<file path="src/design/onoff_pkg.sv">
// onoff_pkg: command codes, field positions, reset values and carriers
// assumes a pmbus front end that delivers one decoded transaction per pulse
package onoff_pkg;
   // command codes
   localparam logic [7:0] CMD_PAGE = 8'h00;
   localparam logic [7:0] CMD_OPERATION = 8'h01;
   localparam logic [7:0] CMD_ONOFF_CFG = 8'h02;
   localparam logic [7:0] CMD_CLEAR_FAULTS = 8'h03;
   localparam logic [7:0] CMD_WRITE_LOCK = 8'h10;
   // supply_onoff_config field positions
   localparam int CFG_OR_SEL = 5;
   localparam int CFG_USE_CMDS = 4;
   localparam int CFG_OP_EN = 3;
   localparam int CFG_PIN_EN = 2;
   localparam int CFG_PIN_POL = 1;
   localparam int CFG_FAST_OFF = 0;
   localparam logic [7:0] CFG_WMASK = 8'h3F;
   localparam logic [7:0] CFG_RESET = 8'h00;
   // write_lock_level values
   localparam logic [7:0] WP_ALL = 8'h80;
   localparam logic [7:0] WP_OP = 8'h40;
   localparam logic [7:0] WP_CFG = 8'h20;
   localparam logic [7:0] WP_NONE = 8'h00;
   localparam logic [7:0] WP_RESET = 8'h00;
   // operation data bytes
   localparam logic [7:0] OP_OFF_BOTH = 8'h00;
   localparam logic [7:0] OP_OFF_SEQ0 = 8'h01;
   localparam logic [7:0] OP_OFF_SEQ1 = 8'h02;
   localparam logic [7:0] OP_SOFT_BOTH = 8'h40;
   localparam logic [7:0] OP_SOFT_SEQ0 = 8'h41;
   localparam logic [7:0] OP_SOFT_SEQ1 = 8'h42;
   localparam logic [7:0] OP_ON_BOTH = 8'h80;
   localparam logic [7:0] OP_ON_SEQ0 = 8'h81;
   localparam logic [7:0] OP_ON_SEQ1 = 8'h82;
   localparam logic [7:0] OP_MLOW_IGN = 8'h94;
   localparam logic [7:0] OP_MLOW_ACT = 8'h98;
   localparam logic [7:0] OP_MHIGH_IGN = 8'hA4;
   localparam logic [7:0] OP_MHIGH_ACT = 8'hA8;
   // sizes
   localparam int NFAULT = 8;
   localparam int NSEQ = 2;
   localparam int RAM_DEPTH = 256;
   // one decoded host transaction
   typedef struct packed {
      logic valid;
      logic write;
      logic has_data;
      logic [7:0] code;
      logic [7:0] data;
   } cmd_s;
   // supply enable outputs and how the last turn-off was done
   typedef struct packed {
      logic [1:0] enable;
      logic [1:0] soft_off;
   } supply_s;
endpackage

</file>
<file path="src/design/pin_sync.sv">
// pin_sync: two-flop synchroniser for pins that arrive from outside ref_clk
// assumes each bit is an independent level
`timescale 1ns/10ps
module pin_sync #(
   parameter int W = 1
) (
   input wire logic ref_clk,
   input wire logic rst,
   input wire logic [W-1:0] d,
   output logic [W-1:0] q
);
   logic [W-1:0] meta;
   logic [W-1:0] next_meta;
   logic [W-1:0] next_q;

   // first stage feeds only the second
   always_comb begin
      next_meta = d;
      next_q = meta;
   end

   always_ff @(posedge ref_clk or posedge rst) begin
      if (rst) begin
         meta <= '0;
         q <= '0;
      end else begin
         meta <= next_meta;
         q <= next_q;
      end
   end
endmodule

</file>
<file path="src/design/work_ram.sv">
// work_ram: volatile working copy of the command parameters
// assumes one write or one read per cycle; read data come from a register
`timescale 1ns/10ps
module work_ram (
   input wire logic ref_clk,
   input wire logic rst,
   input wire logic we,
   input wire logic re,
   input wire logic [7:0] addr,
   input wire logic [7:0] wdata,
   output logic [7:0] rdata,
   output logic rvalid
);
   logic [7:0] mem [onoff_pkg::RAM_DEPTH];
   logic [7:0] next_rdata;
   logic next_rvalid;

   // read path
   always_comb begin
      next_rdata = re ? mem[addr] : rdata;
      next_rvalid = re;
   end

   always_ff @(posedge ref_clk or posedge rst) begin
      if (rst) begin
         rdata <= 8'h00;
         rvalid <= 1'b0;
      end else begin
         rdata <= next_rdata;
         rvalid <= next_rvalid;
      end
   end

   // storage has no reset
   always_ff @(posedge ref_clk) begin
      if (we) begin
         mem[addr] <= wdata;
      end
   end
endmodule

</file>
<file path="src/design/supply_onoff_and_write_guard.sv">
// supply_onoff_and_write_guard: on/off combining, fault clearing, write lock
// assumes a pmbus engine hands over decoded transactions on ref_clk and
// fault levels come from monitors on the same clock
`timescale 1ns/10ps
// Function
// - with pin and command both used, bit 5 picks and (clear) or or (set).
// - and mode: on needs both requesting on; either requesting off turns off.
// - bit 4 clear: supplies on as soon as bias is present, pins ignored.
// - bit 4 set: only enabled pins and/or enabled operation decide on/off.
// - bit 3 clear ignores the on/off part of operation; set honours it.
// - bit 1 clear: low pin means on; set: high pin means on.
// - pin off uses turn-off delays if bit 0 clear, immediate off if set.
// - one configuration byte governs both control pins identically.
// - clear faults drops all latched status bits and releases alert.
// - clear faults also drops the power-on and watchdog flags.
// - clear faults never changes the supply enables.
// - persisting fault sets its status again after clear, without alert.
// - after clear, alert returns only for a newly detected fault or an unlisted operation byte.
// - clear faults is a write with no data byte; it is not read.
// - reads of every command are allowed at any lock level.
// - 80h locks all but lock; 40h admits operation, page; 20h adds config. Clear faults is still taken at every lock level.
// - lock level 00h allows all writes and is the reset level.
// - a locked-out write is dropped silently with no flag or alert.
// - accepted writes land only in the volatile working copy.
// - operation 00h turns off at once; 40h-42h power down with delays.
// - unlisted operation byte sets the communication error and alert.
module supply_onoff_and_write_guard (
   input wire logic ref_clk,
   input wire logic rst,
   input wire onoff_pkg::cmd_s cmd,
   input wire logic first_supply_control_pin,
   input wire logic second_supply_control_pin,
   input wire logic bias_present,
   input wire logic [onoff_pkg::NFAULT-1:0] fault_now,
   input wire logic watchdog_event,
   output logic [7:0] rd_data,
   output logic rd_valid,
   output onoff_pkg::supply_s supply_enable_output,
   output logic [onoff_pkg::NFAULT-1:0] status_latched,
   output logic comm_error,
   output logic por_flag,
   output logic watchdog_flag,
   output logic alert_n
);
   logic [2:0] pins_s;
   logic [1:0] pin_s;
   logic bias_s;
   logic [7:0] cfg;
   logic [7:0] wp;
   logic [7:0] page;
   logic [1:0] op_on;
   logic [1:0] op_imm;
   logic [7:0] next_cfg;
   logic [7:0] next_wp;
   logic [7:0] next_page;
   logic [1:0] next_op_on;
   logic [1:0] next_op_imm;
   logic allowed;
   logic write_ok;
   logic op_bad;
   logic clear;
   logic ram_we;
   logic [7:0] ram_wdata;
   logic [3:0] dec;
   logic dec_valid;
   logic [1:0] pin_on;
   logic [1:0] want;
   onoff_pkg::supply_s next_sup;
   logic [onoff_pkg::NFAULT-1:0] fault_prev;
   logic [onoff_pkg::NFAULT-1:0] next_status;
   logic new_evt;
   logic next_alert_n;
   logic next_cml;
   logic next_por;
   logic next_wdog;
   logic or_sel;
   logic use_cmds;
   logic op_en;
   logic pin_en;
   logic fast_off;

   // pins and bias come from outside the clock domain
   pin_sync #(.W(3)) u_sync (
      .ref_clk(ref_clk),
      .rst(rst),
      .d({bias_present, second_supply_control_pin, first_supply_control_pin}),
      .q(pins_s)
   );
   assign pin_s = pins_s[1:0];
   assign bias_s = pins_s[2];

   // operation byte decode: {on, immediate, seq1, seq0}
   always_comb begin
      dec_valid = 1'b1;
      unique case (cmd.data)
         onoff_pkg::OP_OFF_BOTH: dec = 4'h7;
         onoff_pkg::OP_OFF_SEQ0: dec = 4'h5;
         onoff_pkg::OP_OFF_SEQ1: dec = 4'h6;
         onoff_pkg::OP_SOFT_BOTH: dec = 4'h3;
         onoff_pkg::OP_SOFT_SEQ0: dec = 4'h1;
         onoff_pkg::OP_SOFT_SEQ1: dec = 4'h2;
         onoff_pkg::OP_ON_SEQ0: dec = 4'h9;
         onoff_pkg::OP_ON_SEQ1: dec = 4'hA;
         onoff_pkg::OP_ON_BOTH, onoff_pkg::OP_MLOW_IGN, onoff_pkg::OP_MLOW_ACT,
         onoff_pkg::OP_MHIGH_IGN, onoff_pkg::OP_MHIGH_ACT: dec = 4'hB;
         default: begin
            dec = 4'h0;
            dec_valid = 1'b0;
         end
      endcase
   end

   // write lock admission; reads are never gated
   always_comb begin
      unique case (wp)
         onoff_pkg::WP_ALL: allowed = (cmd.code == onoff_pkg::CMD_WRITE_LOCK);
         onoff_pkg::WP_OP: allowed = (cmd.code == onoff_pkg::CMD_WRITE_LOCK) ||
            (cmd.code == onoff_pkg::CMD_OPERATION) || (cmd.code == onoff_pkg::CMD_PAGE);
         onoff_pkg::WP_CFG: allowed = (cmd.code == onoff_pkg::CMD_WRITE_LOCK) ||
            (cmd.code == onoff_pkg::CMD_OPERATION) || (cmd.code == onoff_pkg::CMD_PAGE) ||
            (cmd.code == onoff_pkg::CMD_ONOFF_CFG);
         default: allowed = 1'b1;
      endcase
   end

   // blocked writes vanish without any flag
   assign write_ok = cmd.valid && cmd.write && cmd.has_data && allowed;
   assign op_bad = write_ok && (cmd.code == onoff_pkg::CMD_OPERATION) && !dec_valid;
   assign clear = cmd.valid && cmd.write && !cmd.has_data &&
      (cmd.code == onoff_pkg::CMD_CLEAR_FAULTS);

   // command registers
   always_comb begin
      next_cfg = cfg;
      next_wp = wp;
      next_page = page;
      next_op_on = op_on;
      next_op_imm = op_imm;
      if (write_ok) begin
         unique case (cmd.code)
            onoff_pkg::CMD_ONOFF_CFG: next_cfg = cmd.data & onoff_pkg::CFG_WMASK;
            onoff_pkg::CMD_PAGE: next_page = cmd.data;
            onoff_pkg::CMD_WRITE_LOCK: begin
               if (cmd.data == onoff_pkg::WP_ALL || cmd.data == onoff_pkg::WP_OP ||
                   cmd.data == onoff_pkg::WP_CFG || cmd.data == onoff_pkg::WP_NONE) begin
                  next_wp = cmd.data;
               end
            end
            onoff_pkg::CMD_OPERATION: begin
               for (int i = 0; i < onoff_pkg::NSEQ; i++) begin
                  if (dec[i]) begin
                     next_op_on[i] = dec[3];
                     next_op_imm[i] = dec[2];
                  end
               end
            end
            default: ;
         endcase
      end
   end

   always_ff @(posedge ref_clk or posedge rst) begin
      if (rst) begin
         cfg <= onoff_pkg::CFG_RESET;
         wp <= onoff_pkg::WP_RESET;
         page <= 8'h00;
         op_on <= 2'b00;
         op_imm <= 2'b00;
      end else begin
         cfg <= next_cfg;
         wp <= next_wp;
         page <= next_page;
         op_on <= next_op_on;
         op_imm <= next_op_imm;
      end
   end

   // accepted writes go to the working copy only; flash is never touched
   // an ignored lock value is not stored either, so it never reads back
   assign ram_we = write_ok && !op_bad &&
      !(cmd.code == onoff_pkg::CMD_WRITE_LOCK && next_wp != cmd.data);
   assign ram_wdata = (cmd.code == onoff_pkg::CMD_ONOFF_CFG) ?
      (cmd.data & onoff_pkg::CFG_WMASK) : cmd.data;

   work_ram u_ram (
      .ref_clk(ref_clk),
      .rst(rst),
      .we(ram_we),
      .re(cmd.valid && !cmd.write && cmd.code != onoff_pkg::CMD_CLEAR_FAULTS),
      .addr(cmd.code),
      .wdata(ram_wdata),
      .rdata(rd_data),
      .rvalid(rd_valid)
   );

   // on/off decision; the same byte serves both pins
   always_comb begin
      next_sup = supply_enable_output;
      for (int i = 0; i < onoff_pkg::NSEQ; i++) begin
         pin_on[i] = cfg[onoff_pkg::CFG_PIN_POL] ? pin_s[i] : !pin_s[i];
         if (!cfg[onoff_pkg::CFG_USE_CMDS]) begin
            want[i] = bias_s;
         end else if (cfg[onoff_pkg::CFG_OP_EN] && cfg[onoff_pkg::CFG_PIN_EN]) begin
            want[i] = cfg[onoff_pkg::CFG_OR_SEL] ? (op_on[i] || pin_on[i]) :
               (op_on[i] && pin_on[i]);
         end else if (cfg[onoff_pkg::CFG_OP_EN]) begin
            want[i] = op_on[i];
         end else if (cfg[onoff_pkg::CFG_PIN_EN]) begin
            want[i] = pin_on[i];
         end else begin
            want[i] = 1'b0;
         end
         next_sup.enable[i] = want[i];
         if (supply_enable_output.enable[i] && !want[i]) begin
            if (cfg[onoff_pkg::CFG_USE_CMDS] && cfg[onoff_pkg::CFG_PIN_EN] && !pin_on[i]) begin
               next_sup.soft_off[i] = !cfg[onoff_pkg::CFG_FAST_OFF];
            end else begin
               next_sup.soft_off[i] = !op_imm[i];
            end
         end
      end
   end

   // clearing faults has no path into the enables
   always_ff @(posedge ref_clk or posedge rst) begin
      if (rst) begin
         supply_enable_output <= '0;
      end else begin
         supply_enable_output <= next_sup;
      end
   end

   // latched status, flags and alert; a new event beats a same-cycle clear
   assign new_evt = |(fault_now & ~fault_prev);
   always_comb begin
      next_status = status_latched | fault_now;
      next_alert_n = alert_n && !new_evt && !op_bad;
      next_cml = comm_error || op_bad;
      next_por = por_flag;
      next_wdog = watchdog_flag || watchdog_event;
      if (clear) begin
         next_status = fault_now;
         next_alert_n = !new_evt && !op_bad;
         next_cml = op_bad;
         next_por = 1'b0;
         next_wdog = watchdog_event;
      end
   end

   always_ff @(posedge ref_clk or posedge rst) begin
      if (rst) begin
         status_latched <= '0;
         fault_prev <= '0;
         alert_n <= 1'b1;
         comm_error <= 1'b0;
         por_flag <= 1'b1;
         watchdog_flag <= 1'b0;
      end else begin
         status_latched <= next_status;
         fault_prev <= fault_now;
         alert_n <= next_alert_n;
         comm_error <= next_cml;
         por_flag <= next_por;
         watchdog_flag <= next_wdog;
      end
   end

   // configuration fields as the checks below see them
   assign or_sel = cfg[onoff_pkg::CFG_OR_SEL];
   assign use_cmds = cfg[onoff_pkg::CFG_USE_CMDS];
   assign op_en = cfg[onoff_pkg::CFG_OP_EN];
   assign pin_en = cfg[onoff_pkg::CFG_PIN_EN];
   assign fast_off = cfg[onoff_pkg::CFG_FAST_OFF];
endmodule

</file>
<file path="config.mk">
export PLATFORM = sky130hd
export DESIGN_NAME = supply_onoff_and_write_guard
export DESIGN_NICKNAME = d
export VERILOG_FILES = /design/src/design/onoff_pkg.sv /design/src/design/pin_sync.sv /design/src/design/work_ram.sv /design/src/design/supply_onoff_and_write_guard.sv
export SDC_FILE = /design/constraint.sdc
export NUM_CORES = 2
export LEC_CHECK = 0
export BUFFER_PORTS_ARGS = -buffer_cell sky130_fd_sc_hd__buf_2
export CAP_MARGIN = 20
export CORE_ASPECT_RATIO = 1.4
export CORE_MARGIN = 3
export CORE_UTILIZATION = 40
export DETAILED_ROUTE_END_ITERATION = 6
export SYNTH_ARGS = -nofsm -noshare
export SYNTH_HDL_FRONTEND = slang
export SYNTH_SLANG_ARGS = --single-unit
</file>
<file path="constraint.sdc">
create_clock -name ref_clk -period 7 [get_ports ref_clk]
set_input_delay 0.7 -clock ref_clk [delete_from_list [all_inputs] [get_ports ref_clk]]
set_output_delay 0.7 -clock ref_clk [all_outputs]
set_load 0.005 [all_outputs]
</file>
==> metrics <==
total gr overflow=0; P&R area growth vs syn=11.94%; Least-Margin Pin Slew=around 1.7 ns; first-pass GRT wire length=just over 300000 µm; Slew Limit Fails=119; Setup TNS Final=0 ns; core area=between 0.2 and 0.25 mm²; ys flop type=edfxtp_1; minimum clock period=4.527 ns; non-filler cells, final=6676; pin count of the biggest net entering global routing=roughly 210; number of synthesized register bits=around 2100; total number of vias=roughly 39000; Post-synth ARST share=under 10%; Final Wtd Congestion=slightly above 0.9; Via-to-Cell Ratio=5.817; WL per Instance=32.56 µm; Area contributors post-synth=edfxtp_1 (75%), mux4_2 (16%), dfrtp_1 (1.7%); status=finished, violations left; DP Wirelength=between 100000 and 150000 µm; setup bufs post-CTS=0; CP Launch Type=primary input; number of synthesized flops with an enable pin=~2000; Setup Crit Path Kind=in2reg; vias in the first global route=between 40000 and 50000; fmax=around 220 MHz; TritonRoute pass-1 iters=6; Fin Clk Skew=about 0.044 ns; htree depth=4; failing checks=slew limit; Post-route DRC=0; Max-Cap Viols=0; IO buf count=57; DR iter-0 viols=roughly 4500; Die Wd=roughly 390 µm; Num CTS Buffers=around 190; Synth warnings=0; Clock Latency Late Sink=0.82 ns; Total GRT Usage=20.62%; Post-Route WL=217400 µm; sequential-to-total area share from yosys stat=approximately three quarters; grt met3 use=around 3.1%; CTS root buffer=clkbuf_16; Finish-stage setup viols=0; clk buf depth=4; GR peak layer=met2; post-synth top area share=roughly three quarters; post-synth top area cell=edfxtp_1; share of cells above drive strength 1=25.43%; Cells after DPL=6327; worst-case vdd ir drop=0.0001869 V; die area=~0.21 mm²; fin nets=a little under 4000; Synth Cell Area=slightly above 0.08 mm²; Tcrit/Tclk final=between 60 and 70%; WP data arrival=a little under 5 ns; initial antenna violation count=8; Slew HR=-12.46%; Sink Count=2105; PwrDens=roughly 280 mW/mm²; Leakage=about 28 nW; Die H=~540 µm; Req. time, crit path=7.44 ns; CTS tree=built; Final Hold Viols=0; grt met1 use=between 20% and 30%; Mapped Nets=between 3000 and 4000; RSZ-0062 raised after global routing=no; Ports=58; met2 usage=between 30% and 40%; CP Max Fanout=64; crit end category=register; gate count of the mapped netlist=around 3700; min-delay worst type=in2reg; syn_area_per_cell=between 20 and 25 µm²; Cell Rows=roughly 200; Clk pin slew, worst setup/hold paths=about 0.060 ns; Yosys cell types=between 60 and 70; starting density of the core=around two fifths; Routed Antenna Nets=0
-- registers in the layout, summed over array words and instances, names as in the netlist, 2 cells and up --
register              cells
supply_enable_output      4
status_latched            8
cfg                       6
u_ram.rdata               8
u_sync.q                  3
wp                        8
op_imm                    2
op_on                     2
fault_prev                8
u_ram.mem              2048
u_sync.meta               3
-- cells by family after synthesis --
kind of cell / Yosys count / synth area share [%]
simple gates: 526 / 2.972
compound gates: 169 / 1.468
flops: 2105 / 77.00
mux: 696 / 17.20
xor+xnor: 12 / 0.1286
buf+inv: 227 / 1.209
fa+ha+maj: 2 / 0.02450
-- power by group --
group	leakage, nW	switching [mW]	internal [mW]
Combinational	6.16	0.868	0.442
Clock	2.89	4.53	5.69
Sequential	19.1	0.0285	13.8
-- cell usage in the layout, fill, tap and decap left out, types with 6 or more instances in the layout --
master,n
nor2_1,285
o211ai_1,6
o21ai_0,16
clkbuf_1,35
nor3_1,13
a31oi_1,6
a21oi_1,17
and2_1,11
o32ai_1,8
mux2_2,15
a221oi_1,7
nand3_4,8
nand3_2,7
mux4_2,565
buf_4,71
nand3_1,25
nor2b_1,13
a22oi_1,29
edfxtp_1,2048
buf_2,47
nand2b_1,8
mux2i_1,116
dfrtp_1,55
clkinv_1,35
dlygate4sd3_1,11
clkinv_2,34
a22o_1,8
xor2_1,8
nor4_1,15
nand2_1,93
clkinvlp_4,13
bufinv_16,17
inv_1,14
o22ai_1,39
nand4_1,13
buf_12,12
clkbuf_16,193
-- stage by stage --
stage	util [%]	setup slack, ns	hold WS, ns	area [µm²]	power, mW
finish	45.23	2.473	0.07173	91480	25.40
global route	45.23	2.304	0.04921	91480	26.07
CTS	45.20	2.528	0.02221	91430	25.57
detailed placement	42.20	1.656	0.3469	85350	15.45
global placement	42.17	1.725	0.3378	85280	15.44
floorplan	-	1.180	0.3312	81720	14.80
-- worst max-delay path: stages --
cell and delay, ns:
buf_8 0.47, or4b_2 0.66, o21a_1 0.20, o32a_1 0.17
o211a_1 0.27, nor3_4 0.17, buf_4 0.49, nand4_1 0.87
nor2_1 0.92
-- what timing repair did --
item | 4_1_cts | 5_1_grt
hold buffers | 11 | 0
resized for setup | 0 | 0
endpoints found under the hold margin | 11 | 0
-- layer usage --
| layer | up-vias | routed length, µm |
|---|---|---|
| met2 | 1664 | 111100 |
| met4 | 2 | 11140 |
| li1 | 15905 | - |
| met1 | 20824 | 80000 |
| met5 | - | 8 |
| met3 | 436 | 15190 |
-- layout make-up --
cell class	count	area (µm²)
flip-flops and latches	2105	62930
clock inverters	106	1002
multi-input cells	1405	17860
inverters	17	71.32
diodes	2	5.005
clock buffers	228	4961
repair buffers	154	1321
well taps	2659	3327
fillers	16644	110800
-- path summary, 6_finish.rpt --
check / start / end / slack, ns / cells past startpoint
min in group asynchronous: rst / u_ram.rdata[0] / 0.13 / 3
worst max register to register: wp[2] / u_ram.mem[161][1] / 3.11 / 7
worst max-delay path: cmd[9] / u_ram.mem[161][1] / 2.47 / 9
worst min register to register: u_sync.meta[2] / u_sync.q[2] / 0.36 / 0
max in group asynchronous: rst / fault_prev[4] / 6.35 / 3
worst min-delay path: watchdog_event / watchdog_flag / 0.07 / 2
-- synthesized netlist by cell type, drive strengths merged (15+ instances only) --
cell type,instances
o22ai,39
inv,15
mux4,565
a22oi,29
nor4,16
clkbuf,89
mux2i,116
nand3,40
nor2,286
dfrtp,55
o21ai,16
a21oi,17
buf,121
mux2,15
nor3,15
nand2,96
edfxtp,2048
No activity file was read; power rests on OpenSTA's default activity.
